===== config.mk =====
export PLATFORM = sky130hd
export DESIGN_NAME = asr_serial_top
export DESIGN_NICKNAME = d
export VERILOG_FILES = /design/src/common/asr_pkg.sv /design/src/hw/asr_tick_gen.sv /design/src/hw/asr_tx.sv /design/src/hw/asr_serial_top.sv
export VERILOG_INCLUDE_DIRS = /design/src /design/src/common
export SDC_FILE = /design/constraint.sdc
export NUM_CORES = 1
export LEC_CHECK = 0
export BUFFER_PORTS_ARGS = -buffer_cell sky130_fd_sc_hd__buf_2
export CAP_MARGIN = 20
export CELL_PAD_IN_SITES_DETAIL_PLACEMENT = 1
export CELL_PAD_IN_SITES_GLOBAL_PLACEMENT = 2
export CORE_MARGIN = 2
export CORE_UTILIZATION = 38
export CTS_BUF_LIST = sky130_fd_sc_hd__clkbuf_16
export DETAILED_ROUTE_END_ITERATION = 7
export PLACE_DENSITY_LB_ADDON = 0.1
export SLEW_MARGIN = 20
export SYNTH_ARGS = -nofsm -noshare
export SYNTH_HDL_FRONTEND = slang
export SYNTH_SLANG_ARGS = --single-unit

===== constraint.sdc =====
create_clock -name mclk -period 4.8 [get_ports mclk]
set_clock_uncertainty 0.1 [all_clocks]
set_input_delay 0.96 -clock mclk [delete_from_list [all_inputs] [get_ports mclk]]
set_output_delay 0.96 -clock mclk [all_outputs]
set_load 0.005 [all_outputs]

===== src/common/asr_consts.svh =====
// register map, field positions, reset values and tick counts of the serial block
`ifndef ASR_CONSTS_SVH
`define ASR_CONSTS_SVH

// register byte offsets, one aligned word each
`define ASR_OFS_CTRL1     8'h00
`define ASR_OFS_CTRL2     8'h04
`define ASR_OFS_CTRL3     8'h08
`define ASR_OFS_STAT1     8'h0c
`define ASR_OFS_DATA      8'h10
`define ASR_OFS_BAUD      8'h14
`define ASR_OFS_ISTAT     8'h18
`define ASR_OFS_IMASK     8'h1c

// serial_control_one fields
`define ASR_C1_ENABLE     6
`define ASR_C1_INVERT     5
`define ASR_C1_NINE       4
`define ASR_C1_WMASK      8'h70
// serial_control_two fields
`define ASR_C2_TXE_IE     7
`define ASR_C2_DONE_IE    6
`define ASR_C2_RXF_IE     5
`define ASR_C2_TX_EN      3
`define ASR_C2_RX_EN      2
`define ASR_C2_WMASK      8'hec
// control three fields
`define ASR_C3_RX_B8      7
`define ASR_C3_TX_B8      6
// serial_status_one fields
`define ASR_S1_TXE        7
`define ASR_S1_DONE       6
`define ASR_S1_RXF        5
`define ASR_S1_NOISE      2
`define ASR_S1_FRM        1
// interrupt status and mask layout
`define ASR_IRQ_RXF       0
`define ASR_IRQ_TXE       1
`define ASR_IRQ_DONE      2
`define ASR_IRQ_FRM       3
`define ASR_IRQ_NOISE     4

// baud divisor reset: tick period is divisor plus one clock
`define ASR_BAUD_RST      16'h006b

// oversample tick positions within a bit, counted from one
`define ASR_OS_FIRST      5'h01
`define ASR_OS_S3         5'h03
`define ASR_OS_S5         5'h05
`define ASR_OS_S7         5'h07
`define ASR_OS_S8         5'h08
`define ASR_OS_S9         5'h09
`define ASR_OS_S10        5'h0a
`define ASR_OS_LATE_MIN   5'h0b
`define ASR_OS_LAST       5'h10
`define ASR_OS_EARLY_MIN  5'h02
`define ASR_OS_EARLY_MAX  5'h07
// last data bit index per length
`define ASR_LAST_BIT8     4'h7
`define ASR_LAST_BIT9     4'h8
// ticks from start edge to last stop sample
`define ASR_STOP8_TICKS   8'h9a
`define ASR_STOP9_TICKS   8'haa
// transmit frame lengths in bits and last tick index within a bit
`define ASR_TX_BITS8      4'ha
`define ASR_TX_BITS9      4'hb
`define ASR_TX_TICK_LAST  4'hf

`endif


===== src/common/asr_pkg.sv =====
// types and helpers shared by the serial block
package asr_pkg;

  // receiver states, gray along idle-start-data-stop
  typedef enum logic [1:0] {
    ASR_RX_IDLE  = 2'b00,
    ASR_RX_START = 2'b01,
    ASR_RX_DATA  = 2'b11,
    ASR_RX_STOP  = 2'b10
  } asr_rx_state_e;

  // tick divider state
  typedef struct packed {
    logic [15:0] cnt;
    logic        tick;
  } asr_tick_s;

  // transmitter state
  typedef struct packed {
    logic        busy;
    logic        taken;
    logic        out;
    logic [3:0]  tcnt;
    logic [3:0]  bits;
    logic [10:0] sh;
  } asr_tx_s;

  // top level state: bus, registers, receiver
  typedef struct packed {
    logic          wreq;
    logic [31:0]   rdata;
    logic          irq;
    logic [7:0]    c1;
    logic [7:0]    c2;
    logic          tx_b8;
    logic [15:0]   baud;
    logic [7:0]    tx_buf;
    logic          tx_buf_b8;
    logic          buf_full;
    logic [7:0]    rx_data;
    logic          rx_b8;
    logic          txe;
    logic          done;
    logic          rxf;
    logic          frm;
    logic          noise;
    logic [4:0]    ist;
    logic [4:0]    imask;
    logic          sync1;
    logic          sync2;
    asr_rx_state_e st;
    logic [2:0]    hist;
    logic [4:0]    os_cnt;
    logic [1:0]    sv;
    logic [1:0]    dv;
    logic [3:0]    bidx;
    logic [8:0]    sh;
    logic          nacc;
    logic          armed;
    logic [7:0]    hcnt;
    logic          resyn;
  } asr_top_s;

  // two of three vote
  function automatic logic asr_maj(input logic [2:0] v);
    asr_maj = (v[2] & v[1]) | (v[2] & v[0]) | (v[1] & v[0]);
  endfunction : asr_maj

endpackage : asr_pkg


===== src/hw/asr_tick_gen.sv =====
// oversample tick divider: one-cycle enable at sixteen times the baud rate
`timescale 1ns/100ps
`include "asr_consts.svh"
module asr_tick_gen
  import asr_pkg::*;
(
  input  wire logic        mclk,
  input  wire logic        sys_rst,
  input  wire logic [15:0] divisor,
  output logic             tick
);

  asr_tick_s r_reg;   // divider state
  asr_tick_s r_next;  // next divider state

  // count up to the divisor, pulse at wrap
  always_comb begin
    r_next      = r_reg;
    r_next.tick = 1'b0;
    if (r_reg.cnt >= divisor) begin
      r_next.cnt  = 16'h0000;
      r_next.tick = 1'b1;
    end else begin
      r_next.cnt = r_reg.cnt + 16'h0001;
    end
  end

  // register the divider
  always_ff @(posedge mclk) begin
    if (sys_rst) begin
      r_reg <= '0;
    end else begin
      r_reg <= r_next;
    end
  end

  assign tick = r_reg.tick;
endmodule : asr_tick_gen


===== src/hw/asr_tx.sv =====
// transmit shift register with start and stop framing and polarity control
`timescale 1ns/100ps
`include "asr_consts.svh"
module asr_tx
  import asr_pkg::*;
(
  input  wire logic       mclk,
  input  wire logic       sys_rst,
  input  wire logic       tick,
  input  wire logic       req,
  input  wire logic [8:0] data,
  input  wire logic       nine,
  input  wire logic       invert,
  output logic            serial_out,
  output logic            taken,
  output logic            busy
);

  asr_tx_s r_reg;   // transmitter state
  asr_tx_s r_next;  // next transmitter state

  // load from the buffer when idle, shift one bit per sixteen ticks
  always_comb begin
    logic level;
    level        = r_reg.busy ? r_reg.sh[0] : 1'b1;  // idle line is one
    r_next       = r_reg;
    r_next.taken = 1'b0;
    r_next.out   = invert ^ level;
    if (!r_reg.busy) begin
      if (req) begin
        r_next.busy  = 1'b1;
        r_next.taken = 1'b1;
        r_next.tcnt  = 4'h0;
        r_next.sh    = nine ? {1'b1, data, 1'b0} : {2'b11, data[7:0], 1'b0};
        r_next.bits  = nine ? `ASR_TX_BITS9 : `ASR_TX_BITS8;
      end
    end else if (tick) begin
      r_next.tcnt = r_reg.tcnt + 4'h1;
      if (r_reg.tcnt == `ASR_TX_TICK_LAST) begin
        r_next.sh   = {1'b1, r_reg.sh[10:1]};
        r_next.bits = r_reg.bits - 4'h1;
        if (r_reg.bits == 4'h1) begin
          r_next.busy = 1'b0;  // frame done
        end
      end
    end
  end

  // register the transmitter; reset drives the line high
  always_ff @(posedge mclk) begin
    if (sys_rst) begin
      r_reg     <= '0;
      r_reg.out <= 1'b1;
    end else begin
      r_reg <= r_next;
    end
  end

  assign serial_out = r_reg.out;
  assign taken      = r_reg.taken;
  assign busy       = r_reg.busy;
endmodule : asr_tx


===== src/hw/asr_serial_top.sv =====
// serial block top: avalon slave, registers, interrupts and receive data recovery
// Summary of operation
// - invert every transmitted level when polarity set
// - empty flag on buffer handoff, enable gates interrupt
// - done flag: shifter and buffer both empty
// - ninth bit stored; eight-bit mode copies bit seven
// - full character moves to buffer, sets full
// - sample input on tick at sixteen times baud
// - resync after start and after one-to-zero change
// - start search: zero after three ones
// - start verify ticks three five seven, noise
// - failed verify resets counter, restarts search
// - data bit is majority of eight nine ten
// - late start samples only flag noise
// - stop majority zero sets framing error
// - framing error set together with full flag
// - resync on valid falling edge within character
// - stop sampled nine or ten bits plus ten
// - one stray stop sample noise, two framing
//
// Our own choices: the Avalon-MM interface to the registers and the address map.
`timescale 1ns/100ps
`include "asr_consts.svh"
module asr_serial_top
  import asr_pkg::*;
(
  input  wire logic        mclk,
  input  wire logic        sys_rst,
  input  wire logic [7:0]  avs_address,
  input  wire logic        avs_read,
  input  wire logic        avs_write,
  input  wire logic [31:0] avs_writedata,
  input  wire logic [3:0]  avs_byteenable,
  output logic [31:0]      avs_readdata,
  output logic             avs_waitrequest,
  input  wire logic        serial_in_pin,
  output logic             serial_out_pin,
  output logic             irq
);

  asr_top_s    r_reg;      // all block state
  asr_top_s    r_next;     // next block state
  logic        tick;       // oversample enable
  logic        tx_taken;   // buffer handed to shifter
  logic        tx_busy;    // shifter active
  logic        tx_req;     // buffer waits for shifter
  logic        nine;       // nine-bit characters
  logic        rx_on;      // receiver enabled
  logic        sample;     // synchronised input level
  logic        vote;       // majority of the three mid samples
  logic        disagree;   // mid samples not all equal
  logic        acc;        // bus request completes this edge
  logic        wr_data;    // completing write to data register
  logic [7:0]  addr_w;     // word-aligned address

  assign nine     = r_reg.c1[`ASR_C1_NINE];
  assign rx_on    = r_reg.c1[`ASR_C1_ENABLE] & r_reg.c2[`ASR_C2_RX_EN];
  assign tx_req   = r_reg.buf_full & r_reg.c1[`ASR_C1_ENABLE] & r_reg.c2[`ASR_C2_TX_EN];
  assign sample   = r_reg.sync2;
  assign vote     = asr_maj({r_reg.dv, sample});
  assign disagree = (|{r_reg.dv, sample}) & ~(&{r_reg.dv, sample});
  assign acc      = (avs_read | avs_write) & ~r_reg.wreq;
  assign addr_w   = {avs_address[7:2], 2'b00};
  assign wr_data  = acc & avs_write & avs_byteenable[0] & (addr_w == `ASR_OFS_DATA);

  // oversample tick source
  asr_tick_gen u_tick (
    .mclk    (mclk),
    .sys_rst (sys_rst),
    .divisor (r_reg.baud),
    .tick    (tick)
  );

  // transmit shifter
  asr_tx u_tx (
    .mclk       (mclk),
    .sys_rst    (sys_rst),
    .tick       (tick),
    .req        (tx_req),
    .data       ({r_reg.tx_buf_b8, r_reg.tx_buf}),
    .nine       (nine),
    .invert     (r_reg.c1[`ASR_C1_INVERT]),
    .serial_out (serial_out_pin),
    .taken      (tx_taken),
    .busy       (tx_busy)
  );

  // bus, registers, flags and receiver in one next-state process
  always_comb begin
    logic [31:0] wmask;
    logic [31:0] rd;
    logic [4:0]  iset;
    logic [4:0]  ien;
    logic        post;
    logic        early;
    logic        late;
    logic        adv;
    wmask  = {{8{avs_byteenable[3]}}, {8{avs_byteenable[2]}},
              {8{avs_byteenable[1]}}, {8{avs_byteenable[0]}}};
    rd     = 32'h0000_0000;
    iset   = 5'h00;
    post   = 1'b0;
    early  = 1'b0;
    late   = 1'b0;
    adv    = 1'b0;
    ien    = 5'h1f;
    r_next = r_reg;

    // readback mux, unmapped reads as zero
    unique case (addr_w)
      `ASR_OFS_CTRL1: rd[7:0] = r_reg.c1;
      `ASR_OFS_CTRL2: rd[7:0] = r_reg.c2;
      `ASR_OFS_CTRL3: begin
        rd[`ASR_C3_RX_B8] = r_reg.rx_b8;
        rd[`ASR_C3_TX_B8] = r_reg.tx_b8;
      end
      `ASR_OFS_STAT1: begin
        rd[`ASR_S1_TXE]   = r_reg.txe;
        rd[`ASR_S1_DONE]  = r_reg.done;
        rd[`ASR_S1_RXF]   = r_reg.rxf;
        rd[`ASR_S1_NOISE] = r_reg.noise;
        rd[`ASR_S1_FRM]   = r_reg.frm;
      end
      `ASR_OFS_DATA:  rd[7:0] = r_reg.rx_data;
      `ASR_OFS_BAUD:  rd[15:0] = r_reg.baud;
      `ASR_OFS_ISTAT: rd[4:0] = r_reg.ist;
      `ASR_OFS_IMASK: rd[4:0] = r_reg.imask;
      default:        rd = 32'h0000_0000;
    endcase

    // wait one cycle, then answer; read data captured in the wait cycle
    r_next.wreq = ~((avs_read | avs_write) & r_reg.wreq);
    if (avs_read & r_reg.wreq) begin
      r_next.rdata = rd;
    end

    // buffer handoff to shifter
    if (tx_taken) begin
      r_next.buf_full = 1'b0;
      r_next.txe      = 1'b1;
      iset[`ASR_IRQ_TXE] = 1'b1;
    end

    // register writes on the completing edge
    if (acc & avs_write) begin
      unique case (addr_w)
        `ASR_OFS_CTRL1: r_next.c1 = (r_reg.c1 & ~(wmask[7:0] & `ASR_C1_WMASK))
                                    | (avs_writedata[7:0] & wmask[7:0] & `ASR_C1_WMASK);
        `ASR_OFS_CTRL2: r_next.c2 = (r_reg.c2 & ~(wmask[7:0] & `ASR_C2_WMASK))
                                    | (avs_writedata[7:0] & wmask[7:0] & `ASR_C2_WMASK);
        `ASR_OFS_CTRL3: if (avs_byteenable[0]) begin
          r_next.tx_b8 = avs_writedata[`ASR_C3_TX_B8];
        end
        `ASR_OFS_BAUD:  r_next.baud = (r_reg.baud & ~wmask[15:0])
                                      | (avs_writedata[15:0] & wmask[15:0]);
        `ASR_OFS_IMASK: if (avs_byteenable[0]) begin
          r_next.imask = avs_writedata[4:0];
        end
        default: ;  // data handled below, others ignored
      endcase
    end
    if (wr_data) begin
      r_next.tx_buf    = avs_writedata[7:0];
      r_next.tx_buf_b8 = r_reg.tx_b8;
      r_next.buf_full  = 1'b1;
      r_next.txe       = 1'b0;
      r_next.done      = 1'b0;
    end

    // done flag: nothing buffered and shifter idle
    r_next.done = ~tx_busy & ~r_next.buf_full;
    iset[`ASR_IRQ_DONE] = r_next.done & ~r_reg.done;

    // read side effects: data read clears receive flags, interrupt status read clears what it showed
    if (acc & avs_read & (addr_w == `ASR_OFS_DATA)) begin
      r_next.rxf   = 1'b0;
      r_next.frm   = 1'b0;
      r_next.noise = 1'b0;
    end
    if (acc & avs_read & (addr_w == `ASR_OFS_ISTAT)) begin
      r_next.ist = r_reg.ist & ~r_reg.rdata[4:0];
    end

    // input synchroniser
    r_next.sync1 = serial_in_pin;
    r_next.sync2 = r_reg.sync1;

    // receive data recovery on each oversample tick
    if (!rx_on) begin
      r_next.st   = ASR_RX_IDLE;
      r_next.hist = 3'b000;
    end else if (tick) begin
      r_next.hist = {r_reg.hist[1:0], sample};
      if (r_reg.st == ASR_RX_IDLE) begin
        // start search: zero after three ones
        if (r_reg.hist == 3'b111 && !sample) begin
          r_next.st     = ASR_RX_START;
          r_next.os_cnt = `ASR_OS_FIRST;
          r_next.nacc   = 1'b0;
          r_next.armed  = 1'b0;
          r_next.hcnt   = 8'h01;
          r_next.resyn  = 1'b0;
        end
      end else begin
        r_next.hcnt   = r_reg.hcnt + 8'h01;
        r_next.os_cnt = r_reg.os_cnt + 5'h01;
        // falling edge after a one bit realigns the count
        if (r_reg.armed && r_reg.hist[0] && !sample && r_reg.st == ASR_RX_DATA) begin
          early = (r_reg.os_cnt >= `ASR_OS_LATE_MIN);
          late  = (r_reg.os_cnt >= `ASR_OS_EARLY_MIN) && (r_reg.os_cnt <= `ASR_OS_EARLY_MAX);
        end
        if (early | late) begin
          r_next.armed  = 1'b0;
          r_next.resyn  = 1'b1;
          r_next.os_cnt = `ASR_OS_FIRST;
        end
        adv = early | (r_reg.os_cnt == `ASR_OS_LAST);
        if (adv) begin
          r_next.os_cnt = `ASR_OS_FIRST;
        end
        unique case (r_reg.st)
          ASR_RX_START: begin
            if (r_reg.os_cnt == `ASR_OS_S3) begin
              r_next.sv[1] = sample;
            end
            if (r_reg.os_cnt == `ASR_OS_S5) begin
              r_next.sv[0] = sample;
            end
            if (r_reg.os_cnt == `ASR_OS_S7) begin
              if (asr_maj({r_reg.sv, sample})) begin
                r_next.st     = ASR_RX_IDLE;
                r_next.os_cnt = 5'h00;
                r_next.hist   = 3'b000;
              end else if (|{r_reg.sv, sample}) begin
                r_next.nacc = 1'b1;
              end
            end
            // late start samples only mark noise
            if (r_reg.os_cnt >= `ASR_OS_S8 && r_reg.os_cnt <= `ASR_OS_S10 && sample) begin
              r_next.nacc = 1'b1;
            end
            if (adv) begin
              r_next.st   = ASR_RX_DATA;
              r_next.bidx = 4'h0;
            end
          end
          ASR_RX_DATA: begin
            if (r_reg.os_cnt == `ASR_OS_S8) begin
              r_next.dv[1] = sample;
            end
            if (r_reg.os_cnt == `ASR_OS_S9) begin
              r_next.dv[0] = sample;
            end
            if (r_reg.os_cnt == `ASR_OS_S10) begin
              r_next.sh    = {vote, r_reg.sh[8:1]};
              r_next.armed = vote;
              if (disagree) begin
                r_next.nacc = 1'b1;
              end
            end
            if (adv) begin
              if (r_reg.bidx == (nine ? `ASR_LAST_BIT9 : `ASR_LAST_BIT8)) begin
                r_next.st = ASR_RX_STOP;
              end else begin
                r_next.bidx = r_reg.bidx + 4'h1;
              end
            end
          end
          ASR_RX_STOP: begin
            if (r_reg.os_cnt == `ASR_OS_S8) begin
              r_next.dv[1] = sample;
            end
            if (r_reg.os_cnt == `ASR_OS_S9) begin
              r_next.dv[0] = sample;
            end
            if (r_reg.os_cnt == `ASR_OS_S10) begin
              post        = 1'b1;
              r_next.st   = ASR_RX_IDLE;
              r_next.hist = 3'b000;
            end
          end
          ASR_RX_IDLE: ;  // handled above
        endcase
      end
    end

    // post a finished character; set wins over read clears
    if (post) begin
      r_next.rx_data = nine ? r_reg.sh[7:0] : r_reg.sh[8:1];
      r_next.rx_b8   = r_reg.sh[8];
      r_next.rxf     = 1'b1;
      iset[`ASR_IRQ_RXF] = 1'b1;
      if (!vote) begin
        r_next.frm = 1'b1;
        iset[`ASR_IRQ_FRM] = 1'b1;
      end
      if (r_reg.nacc | disagree) begin
        r_next.noise = 1'b1;
        iset[`ASR_IRQ_NOISE] = 1'b1;
      end
    end

    // sticky interrupt status, masked and enabled onto one line
    r_next.ist = r_next.ist | iset;
    ien[`ASR_IRQ_TXE]  = r_reg.c2[`ASR_C2_TXE_IE];
    ien[`ASR_IRQ_DONE] = r_reg.c2[`ASR_C2_DONE_IE];
    ien[`ASR_IRQ_RXF]  = r_reg.c2[`ASR_C2_RXF_IE];
    r_next.irq = |(r_next.ist & r_reg.imask & ien);
  end

  // register all state
  always_ff @(posedge mclk) begin
    if (sys_rst) begin
      r_reg      <= '0;
      r_reg.wreq <= 1'b1;
      r_reg.txe  <= 1'b1;
      r_reg.done <= 1'b1;
      r_reg.baud <= `ASR_BAUD_RST;
    end else begin
      r_reg <= r_next;
    end
  end

  assign avs_readdata    = r_reg.rdata;
  assign avs_waitrequest = r_reg.wreq;
  assign irq             = r_reg.irq;
endmodule : asr_serial_top


== Word-level counts from Yosys, hierarchy flattened ==
Index checks and enable logic that the tools add are counted.

* Bits in registers: 163
* Input port bits: 49

* $add $sub $neg: 6
* Bitwise gates (word level): 54
* Magnitude comparators: 6
* Reduce and logical (&&, ||, !) cells: 40
* Muxes and demuxes: 84
* Equality and inequality tests: 37

{| class="wikitable"
|+ Operator list
! cell !! count
|-
| $mux W19 || 3
|-
| $mux W5 || 8
|-
| $mux W1 || 39
|-
| $and A16 B16 Y16 || 2
|-
| $mux W10 || 3
|-
| $reduce_and A5 Y1 || 5
|-
| $and A8 B8 Y8 || 3
|-
| $eq A6 B3 Y1 const B || 4
|-
| $pmux W2 S6 || 2
|-
| $mux W11 || 2
|-
| $and A1 B1 Y1 || 21
|-
| $ne A4 B4 Y1 const B || 5
|-
| $mux W2 || 9
|-
| $add A16 B1 Y16 const B || 1
|-
| $ge A16 B16 Y1 || 1
|-
| $mux W4 || 4
|-
| $mux W8 || 2
|-
| $not A16 Y16 || 1
|-
| $or A16 B16 Y16 || 1
|-
| $and A5 B5 Y5 || 3
|-
| $eq A5 B4 Y1 const B || 3
|-
| $mux W15 || 1
|-
| $reduce_and A3 Y1 || 5
|-
| $pmux W2 S7 || 1
|-
| other kinds (54) || 98
|}

== Depth between registers and ports, before layout ==
Gate-level depths: netlist of the first run.

* Depth after elaboration: 17
* Mapped depth: 9
* Mapped depth without buffers: 8

== Hierarchy ==
A second synthesis of the first run with hierarchy kept.

* Cell total of the unflattened synthesis: 853
* Area, all modules: 7,652.3 sq um

{| class="wikitable"
|+ Modules (own cells, without submodules)
! module !! cells an instance !! seq. area each (sq um) !! area each (sq um) !! instances
|-
| asr_serial_top || 595 || 2,162.1 || 5,355.1 || 1
|-
| asr_tick_gen || 138 || 340.3 || 1,157.4 || 1
|-
| asr_tx || 120 || 440.4 || 1,139.8 || 1
|}

== Worst setup path before layout of the first run ==
OpenSTA, ideal clock, no wires.

* Path type: input to register
* Start point: input port avs_address[4]
* End point: register with a tool-made name
* Stages: 9
* Library setup time: 129 ps
* Data arrival time: 2,599 ps
* Path buffers: 3
* Slack: 1,973 ps
* Path through: buf_2 -> nor4b_2 -> and2_1 -> buf_4 -> inv_2 -> nor2_1 -> buf_2 -> mux2i_1 -> nand2_1

{| class="wikitable"
|+ RTL lines
! what !! RTL line !! text
|-
| start, declared || asr_serial_top.sv:29 || <nowiki>input wire logic [7:0] avs_address,</nowiki>
|}

==> out/results.tsv, run 1 <==
stage	metric	value	unit
status	status	complete, no violations	
final_layout	ant diodes	0	
yosys	area of the mapped netlist	0.007258	sq mm
die	Die Wd	142.2	um
yosys	Post-synth top flop	dfxtp_1	
yosys	syn_area_per_cell	8.692	sq um
global_route	GRT Total Usage	0.2040	
worst_setup_path	top fanout value on the critical path	20	
job	Max-Cap Viols	0	
routing	1st-iter DRT viols	218	
sta	setup_tns	0	ps
hold_path	Hold Crit Depth	1	
die	Placeable Area	0.01871	sq mm
sta	post-route setup slack	1711	ps
pwr	clock network fraction of design power	0.516	
pwr	Int Power	2.121	mW
clock_tree	clock slew at reported path FFs	60	ps
sta	Final Hold Viols	0	
worst_setup_path	worst endpoint data arrival time	3290	ps
clock_tree	Clock Path Buffers	2	
clock_tree	PostCTS Resize Cnt	0	
final_layout	layout cells sized above 1	0.1179	
sta	Slew Limit Fails	0	
global_route	first-pass GRT wire length	32370	um
final_layout	Layout area overhead	11.17	%
die	die area	0.02022	sq mm
clock_tree	CTS Buf Count	17	
clock_tree	CTS tree	built	
sta	Fin Hold WS	338.0	ps
sta	Final setup viols	0	
yosys	Mapped Cells	835	
yosys	Seq cells post-synth	147	
clock_tree	hold_buf cts	0	
placement	DP Worst Slack	1299	ps
pwr	switch share	0.2258	
worst_setup_path	CP Launch Type	primary input	
final_layout	final layout net count	923	
yosys	Seq/Total Area, Yosys	0.4054	
pwr	Seq pwr share	0.450	
routing	Vias	5849	
die	initial core utilization	0.3880	
sta	crit path time final	3089	ps
global_route	largest net degree at the start of global routing	60	
routing	Routed WL	19630	um
worst_setup_path	critical path type	primary input to flip-flop	
pwr	combinational power share	0.034	
routing	Residual DRC	0	
routing	post-route ant nets	0	
pwr	Power Density	339.5	mW/mm^2
clock_tree	clk_lat worst skew	430	ps
yosys	area leader, netlist	dfxtp_1	
yosys	Post-synth ARST share	0	
worst_setup_path	CP endpoint kind	flip-flop	
clock_tree	clock root buffer	clkbuf_16	
sta	RSZ-0062 raised after global routing	false	
sta	Slew Limit Headroom	0.3419	
die	num rows	50	
clock_tree	postcts setup bufs	0	
placement	Port-buffer cells	47	
clock_tree	total clock sinks	147	
sta	Tightest Pin Transition	979.6	ps
pwr	Leak	3.150	nW
clock_tree	H-tree depth	4	
routing	1st-pass router iterations	4	
die	chip height	142.2	um
sta	Max Clk Rate	323.8	MHz
placement	DP HPWL	14420	um
global_route	vias in the first global route	6111	
global_route	grt total ovfl	0	
worst_setup_path	worst-case reg-to-reg path depth	8	
worst_setup_path	CP Data Required Time	5000	ps
pwr	switching pwr	0.6185	mW
yosys	top cells by area, synth	dfxtp_1, mux2i_1, nor2_1	
die	I/O Pins	84	
placement	GPL Wtd Cong	0.8620	
global_route	initial antenna violation count	0	
pwr	Peak VDD IR	0.0002313	V
yosys	share of the synthesized area in the top cell type	0.4054	
routing	Wirelength per Cell	17.99	um
yosys	post-synth cell types	66	
routing	Vias/cell	5.361	
hold_path	HP Class	flip-flop to flip-flop	
yosys	number of synthesized flops with an enable pin	0	
sta	final worst path period share	0.6434	
yosys	Synthesis Warnings	0	
-- worst max-delay path: stages --
cell     delay, ps
buf_2          400
nor2b_1        590
and2_1         460
and4b_1        560
mux2i_1        250
nor2_1          60
-- per-layer routing --
| metal | up-vias | wire, um | track usage |
|---|---|---|---|
| li1 | 2889 | - | - |
| met1 | 2863 | 9433 | 0.2673 |
| met2 | 80 | 9371 | 0.3417 |
| met3 | 17 | 623 | 0.04240 |
| met4 | 0 | 197 | 0.05474 |
| met5 | - | 0 | 0 |
-- cell families (layout without fill, tap and decap cells) --
kind of cell             Yosys count  count (layout)  synth area share
flip-flops                       147             147            0.4054
AND/OR/NAND/NOR                  312             312            0.2062
adder cells (fa/ha/maj)           32              32           0.05447
other                              1              16         0.0005167
XOR/XNOR                          18              18           0.02172
multiplexers                      70              70            0.1058
buffers and inverters            112             119           0.07740
AO/OA/AOI/OAI                    143             143            0.1284
-- through the flow --
stage                     instances  power [mW]  utilization  instance area (sq um)
after detailed placement       1059       1.352       0.3986                   7456
final                          1091       2.739       0.4314                   8069
after global routing           1091       2.843       0.4314                   8069
after CTS                      1091       2.770       0.4314                   8069
after floorplan                 850       1.323            -                   7315
after global placement         1059       1.350       0.3986                   7456
-- synth_stat cells, drive strengths merged, types with 3 or more instances --
library cell,number
a211oi,11
a21o,7
a21oi,58
a221oi,4
a22o,5
a22oi,6
a31oi,6
a32o,3
and2,5
and3,7
buf,47
clkbuf,31
dfxtp,147
ha,30
inv,34
mux2,4
mux2i,61
mux4,5
nand2,55
nand2b,11
nand3,46
nand3b,3
nand4,8
nand4b,5
nor2,128
nor2b,11
nor3,9
nor3b,3
nor4,5
o211ai,6
o21ai,15
or2,4
xnor2,8
xor2,10
-- area by class of cell --
cell class	instances	area, sq um
fill	2191	10640
clock inverter	15	187.7
tap	234	292.8
clock buffer	17	425.4
multi-input combinational	591	3810
inverter	34	127.6
sequential	147	2943
timing repair buffer	53	282.8
-- power groups by stage --
stage / combinational (mW) / sequential, mW / clock [mW]
after floorplan: 0.0668 / 1.26 / 0
after global placement: 0.0915 / 1.26 / 0
after detailed placement: 0.0928 / 1.26 / 0
after CTS: 0.0933 / 1.23 / 1.44
after global routing: 0.103 / 1.23 / 1.51
final: 0.0930 / 1.23 / 1.41
-- final timing paths --
check / start / end / slack (ps)
max: avs_address[2] / flip-flop / 1710
min: r_next[38] / sample / 340
max reg2reg: r_reg[37] / irq / 1930
min reg2reg: r_next[38] / sample / 340
-- cells in the final DEF (no fill, tap or decap), types with 5 or more instances in the layout --
master,instances
mux4_2,5
a31oi_1,6
a211oi_1,11
buf_4,7
and3_1,7
a22o_1,5
nand4b_1,5
and2_1,5
inv_1,34
o211ai_1,6
nor3_1,9
nand4_1,8
o21ai_0,15
nand2b_1,11
nor2b_1,11
conb_1,16
nand2_1,55
xor2_1,10
xnor2_1,8
ha_1,30
mux2i_1,61
dfxtp_1,147
nor4_1,5
buf_2,46
a22oi_1,6
nor2_1,126
a21oi_1,58
a21o_1,7
nand3_1,46
clkbuf_16,17
No activity file was read; power rests on OpenSTA's default activity.
==> run 2: changes to the inputs <==
--- a/config.mk
+++ b/config.mk
@@ -11,7 +11,7 @@
 export CELL_PAD_IN_SITES_DETAIL_PLACEMENT = 1
 export CELL_PAD_IN_SITES_GLOBAL_PLACEMENT = 2
 export CORE_MARGIN = 2
-export CORE_UTILIZATION = 38
+export CORE_UTILIZATION = 32
 export CTS_BUF_LIST = sky130_fd_sc_hd__clkbuf_16
 export DETAILED_ROUTE_END_ITERATION = 7
 export PLACE_DENSITY_LB_ADDON = 0.1
==> constraint.sdc (replaced) <==
create_clock -name mclk -period 2.5 [get_ports mclk]
set_clock_uncertainty 0.1 [all_clocks]
set_input_delay 0.5 -clock mclk [delete_from_list [all_inputs] [get_ports mclk]]
set_output_delay 0.5 -clock mclk [all_outputs]
set_load 0.005 [all_outputs]
==> out/results.tsv, run 2 (synthesis gave the netlist of run 1 again) <==
stage	metric	value	unit
status	status	complete, no violations	
pwr	Peak VDD IR	0.0003591	V
worst_setup_path	top fanout value on the critical path	6	
global_route	initial antenna violation count	0	
clock_tree	clock root buffer	clkbuf_16	
sta	setup_tns	0	ps
worst_setup_path	critical path type	flip-flop to flip-flop	
global_route	first-pass GRT wire length	34080	um
final_layout	final layout net count	959	
final_layout	layout cells sized above 1	0.1584	
worst_setup_path	CP Launch Type	flip-flop	
sta	Final Hold Viols	0	
clock_tree	total clock sinks	147	
routing	1st-iter DRT viols	225	
routing	Routed WL	20950	um
sta	Tightest Pin Transition	621.7	ps
die	die area	0.02390	sq mm
global_route	met1 usage	0.2469	
placement	Port-buffer cells	47	
routing	Vias/cell	5.052	
worst_setup_path	FF-to-FF Start	r_reg[28]	
final_layout	Layout area overhead	15.76	%
clock_tree	clk_lat worst skew	430	ps
worst_setup_path	worst path cell trace	buf_4 > inv_1 > ha_1 > and4bb_2 > a31oi_2 > a31oi_1 > o2111a_1 > o31ai_1	
die	I/O Pins	84	
sta	Slew Limit Fails	0	
global_route	grt peak-use layer	met2	
hold_path	Hold Startpoint	serial_in_pin	
routing	Residual DRC	0	
global_route	vias in the first global route	6173	
global_route	met3 Use GR	0.03166	
worst_setup_path	reg2reg setup slack	160	ps
placement	DP HPWL	15850	um
routing	1st-pass router iterations	5	
routing	post-route ant nets	0	
pwr	Leak	3.312	nW
routing	Vias	5936	
die	chip height	154.6	um
clock_tree	postcts setup bufs	0	
die	num rows	55	
sta	Max Clk Rate	426.9	MHz
hold_path	HP Class	primary input to flip-flop	
job	Max-Cap Viols	0	
worst_setup_path	Critical Path Source	r_reg[28]	
worst_setup_path	crit path max-delay cell type	dfxtp_1	
global_route	GRT met2 Usage	0.2972	
sta	crit path time final	2342	ps
placement	GPL Wtd Cong	0.8357	
worst_setup_path	worst path bufs/invs	2	
final_layout	fillers	2653	
worst_setup_path	CP top delay family	compound AO/OA/AOI/OAI gates	
global_route	GRT Total Usage	0.1810	
worst_setup_path	worst endpoint data arrival time	2590	ps
die	initial core utilization	0.3235	
sta	Final setup viols	0	
final_layout	ant diodes	0	
clock_tree	H-tree depth	4	
clock_tree	CTS Buf Count	17	
sta	final worst path period share	0.9369	
die	Placeable Area	0.02243	sq mm
worst_setup_path	CP endpoint kind	flip-flop	
final_layout	final core utilization	0.3745	
clock_tree	clock slew at reported path FFs	70	ps
worst_setup_path	CP Data Required Time	2750	ps
global_route	grt total ovfl	0	
die	Die Wd	154.6	um
sta	Slew Limit Headroom	0.5845	
clock_tree	CTS tree	built	
final_layout	commonest cells after routing, fill and taps aside	dfxtp_1, nor2_1, mux2i_1	
clock_tree	Clock Path Buffers	2	
worst_setup_path	largest stage delay on the critical path	410	ps
final_layout	most common cell after layout, fill and taps aside	dfxtp_1	
global_route	largest net degree at the start of global routing	44	
routing	Wirelength per Cell	17.83	um
pwr	Power Density	607.1	mW/mm^2
## run 2: changes by cell type in the layout (fill, tap and decap cells not counted), sizes merged
cell and delta:
buf +36, bufinv -1, clkinv -2, clkinvlp +3
inv -3
## run 2: area by class of cell
class	instances	area (sq um)	area share
Clock inverter	12	143.9	0.01713
Timing Repair Buffer	89	578.1	0.06880
Multi-Input combinational cell	591	3827	0.4555
Inverter	34	127.6	0.01519
Clock buffer	17	425.4	0.05063
Tap cell	285	356.6	0.04244
Sequential cell	147	2943	0.3503
## run 2: path summary, 6_finish.rpt
kind	end	depth (start not counted)
worst max-delay path	r_reg[37]	8
worst max register to register	r_reg[37]	8
worst min register to register	avs_readdata[15]	2
worst min-delay path	r_next[38]	2
## run 2: worst reg2reg max path: cells and delay by family, from the launching register on
| family | cells | cell delay [ps] |
|---|---|---|
| compound gates | 4 | 990 |
| fa+ha+maj | 1 | 220 |
| buf+inv | 2 | 260 |
| flops | 1 | 410 |
| simple gates | 1 | 290 |
## run 2: where the power goes
| part | internal [mW] | switching, mW | total, mW |
|---|---|---|---|
| Clock | 1.54 | 1.00 | 2.54 |
| Combinational | 0.0665 | 0.128 | 0.194 |
| Sequential | 2.35 | 0.0118 | 2.37 |
## run 2: routing by layer
metal  wire length, um  vias up
met2              9758       73
met5                 0        -
li1                  -     2959
met1             10270     2881
met3               700       23
met4               221        0
## run 2: repair_timing
item / 4_1_cts / 5_1_grt
endpoints found under the hold margin: 0 / 0
gates resized for setup: 0 / 5
hold buffers: 0 / 0
setup endpoints to repair: 0 / 20
## run 2: per-stage QoR
stage	total power [mW]	cell area, sq um	hold WS [ps]	instances	setup WS, ps
2_1_floorplan	2.541	7315	313.8	850	132.6
3_3_place_gp	2.609	7815	331.4	1146	56.97
3_5_place_dp	2.612	7815	343.4	1146	29.56
4_1_cts	5.161	8384	177.1	1175	58.93
5_1_grt	5.290	8402	174.7	1175	-13.41
6_report	5.101	8402	186.6	1175	157.6
==> run 3: changes to the inputs <==
--- a/config.mk
+++ b/config.mk
@@ -11,9 +11,10 @@
 export CELL_PAD_IN_SITES_DETAIL_PLACEMENT = 1
 export CELL_PAD_IN_SITES_GLOBAL_PLACEMENT = 2
 export CORE_MARGIN = 2
-export CORE_UTILIZATION = 32
+export CORE_UTILIZATION = 38
 export CTS_BUF_LIST = sky130_fd_sc_hd__clkbuf_16
 export DETAILED_ROUTE_END_ITERATION = 7
+export HOLD_SLACK_MARGIN = 0.02
 export PLACE_DENSITY_LB_ADDON = 0.1
 export SLEW_MARGIN = 20
 export SYNTH_ARGS = -nofsm -noshare
==> constraint.sdc (replaced) <==
create_clock -name mclk -period 2.9 [get_ports mclk]
set_clock_uncertainty 0.1 [all_clocks]
set_input_delay 0.58 -clock mclk [delete_from_list [all_inputs] [get_ports mclk]]
set_output_delay 0.58 -clock mclk [all_outputs]
set_load 0.005 [all_outputs]
==> out/results.tsv, run 3 (synthesis gave the netlist of run 1 again) <==
stage	metric	value	unit
status	status	complete, no violations	
final_layout	ant diodes	0	
routing	Vias	5927	
routing	Residual DRC	0	
sta	RSZ-0062 raised after global routing	false	
sta	setup_tns	0	ps
placement	GPL Wtd Cong	0.8233	
hold_path	HP Class	primary input to flip-flop	
routing	post-route ant nets	0	
clock_tree	hold_buf cts	0	
global_route	initial antenna violation count	0	
placement	DP HPWL	15220	um
die	Die Wd	142.2	um
routing	Routed WL	20440	um
clock_tree	H-tree depth	4	
final_layout	most common cell after layout, fill and taps aside	dfxtp_1	
die	Placeable Area	0.01871	sq mm
worst_setup_path	top fanout value on the critical path	10	
sta	Final setup viols	0	
worst_setup_path	CP endpoint kind	flip-flop	
clock_tree	total clock sinks	147	
sta	final worst path period share	0.8821	
final_layout	layout cells sized above 1	0.1380	
worst_setup_path	CP Data Required Time	3130	ps
final_layout	commonest cells after routing, fill and taps aside	dfxtp_1, nor2_1, mux2i_1	
sta	Slew Limit Fails	0	
die	num rows	50	
routing	Wirelength per Cell	18.40	um
clock_tree	clk_lat worst skew	430	ps
sta	crit path time final	2558	ps
sta	Final Hold Viols	0	
job	Max-Cap Viols	0	
die	initial core utilization	0.3880	
clock_tree	CTS tree	built	
clock_tree	clock root buffer	clkbuf_16	
global_route	first-pass GRT wire length	33630	um
final_layout	final cell count without fillers	1111	
sta	Tightest Pin Transition	651.3	ps
global_route	largest net degree at the start of global routing	46	
pwr	Leak	3.231	nW
clock_tree	PostCTS Resize Cnt	0	
global_route	GRT Total Usage	0.2126	
worst_setup_path	worst endpoint data arrival time	2790	ps
clock_tree	clock slew at reported path FFs	60	ps
clock_tree	postcts setup bufs	0	
final_layout	final layout net count	943	
final_layout	Layout area overhead	12.95	%
routing	1st-pass router iterations	4	
global_route	grt total ovfl	0	
worst_setup_path	critical path type	flip-flop to flip-flop	
die	chip height	142.2	um
routing	Vias/cell	5.335	
global_route	vias in the first global route	6359	
sta	Slew Limit Headroom	0.5618	
placement	Port-buffer cells	47	
die	I/O Pins	84	
pwr	Power Density	542.9	mW/mm^2
die	die area	0.02022	sq mm
worst_setup_path	CP Launch Type	flip-flop	
pwr	Peak VDD IR	0.0004314	V
placement	dpl cells	1079	
routing	1st-iter DRT viols	200	
clock_tree	CTS Buf Count	17	
clock_tree	Clock Path Buffers	2	
sta	Max Clk Rate	390.9	MHz
[run 3: final cells by class]
cell class,count,area (sq um)
Inverter,34,127.6
Clock inverter,15,166.4
Clock buffer,17,425.4
Tap cell,234,292.8
Timing Repair Buffer,73,432.9
Sequential cell,147,2943
Multi-Input combinational cell,591,3810
Fill cell,2194,10510
[run 3: through the flow]
step / setup WS [ps] / hold WS, ps / util / power (mW) / instance area [sq um]
6_report: 342.0 / 257.1 / 0.4383 / 4.451 / 8198
5_1_grt: 71.00 / 269.8 / 0.4383 / 4.608 / 8198
4_1_cts: 341.2 / 243.1 / 0.4383 / 4.507 / 8198
3_5_place_dp: 370.0 / 331.9 / 0.4066 / 2.247 / 7606
3_3_place_gp: 373.8 / 320.6 / 0.4066 / 2.243 / 7606
2_1_floorplan: 452.6 / 313.8 / - / 2.190 / 7315
[run 3: power by group]
group / internal, mW / leakage, nW / switching (mW) / total [mW]
combinational: 0.0545 / 1.76 / 0.108 / 0.162
sequential: 2.03 / 1.19 / 0.0110 / 2.04
clock: 1.34 / 0.283 / 0.905 / 2.25
[run 3: worst paths after layout]
check	startpoint	endpoint	slack [ps]	cells after the start
max reg2reg	r_reg[28]	r_reg[36]	340	7
min reg2reg	r_next[38]	sample	340	1
max	r_reg[28]	r_reg[36]	340	7
min	serial_in_pin	r_next[38]	260	2
[run 3: critical path: stages, from the launching register on]
cell and delay (ps):
dfxtp_1 530, ha_1 370, nor4bb_1 480, nand2_1 190
a31oi_1 230, o2111a_1 290, nor2_1 60, a211oi_1 220
[run 3: metal layers]
layer  wire (um)  share of wire  GRT usage
met1        9848           0.48     0.2781
met2        9785           0.48     0.3567
met3         593          0.029    0.04240
met4         214          0.010    0.06053
met5           0              0          0
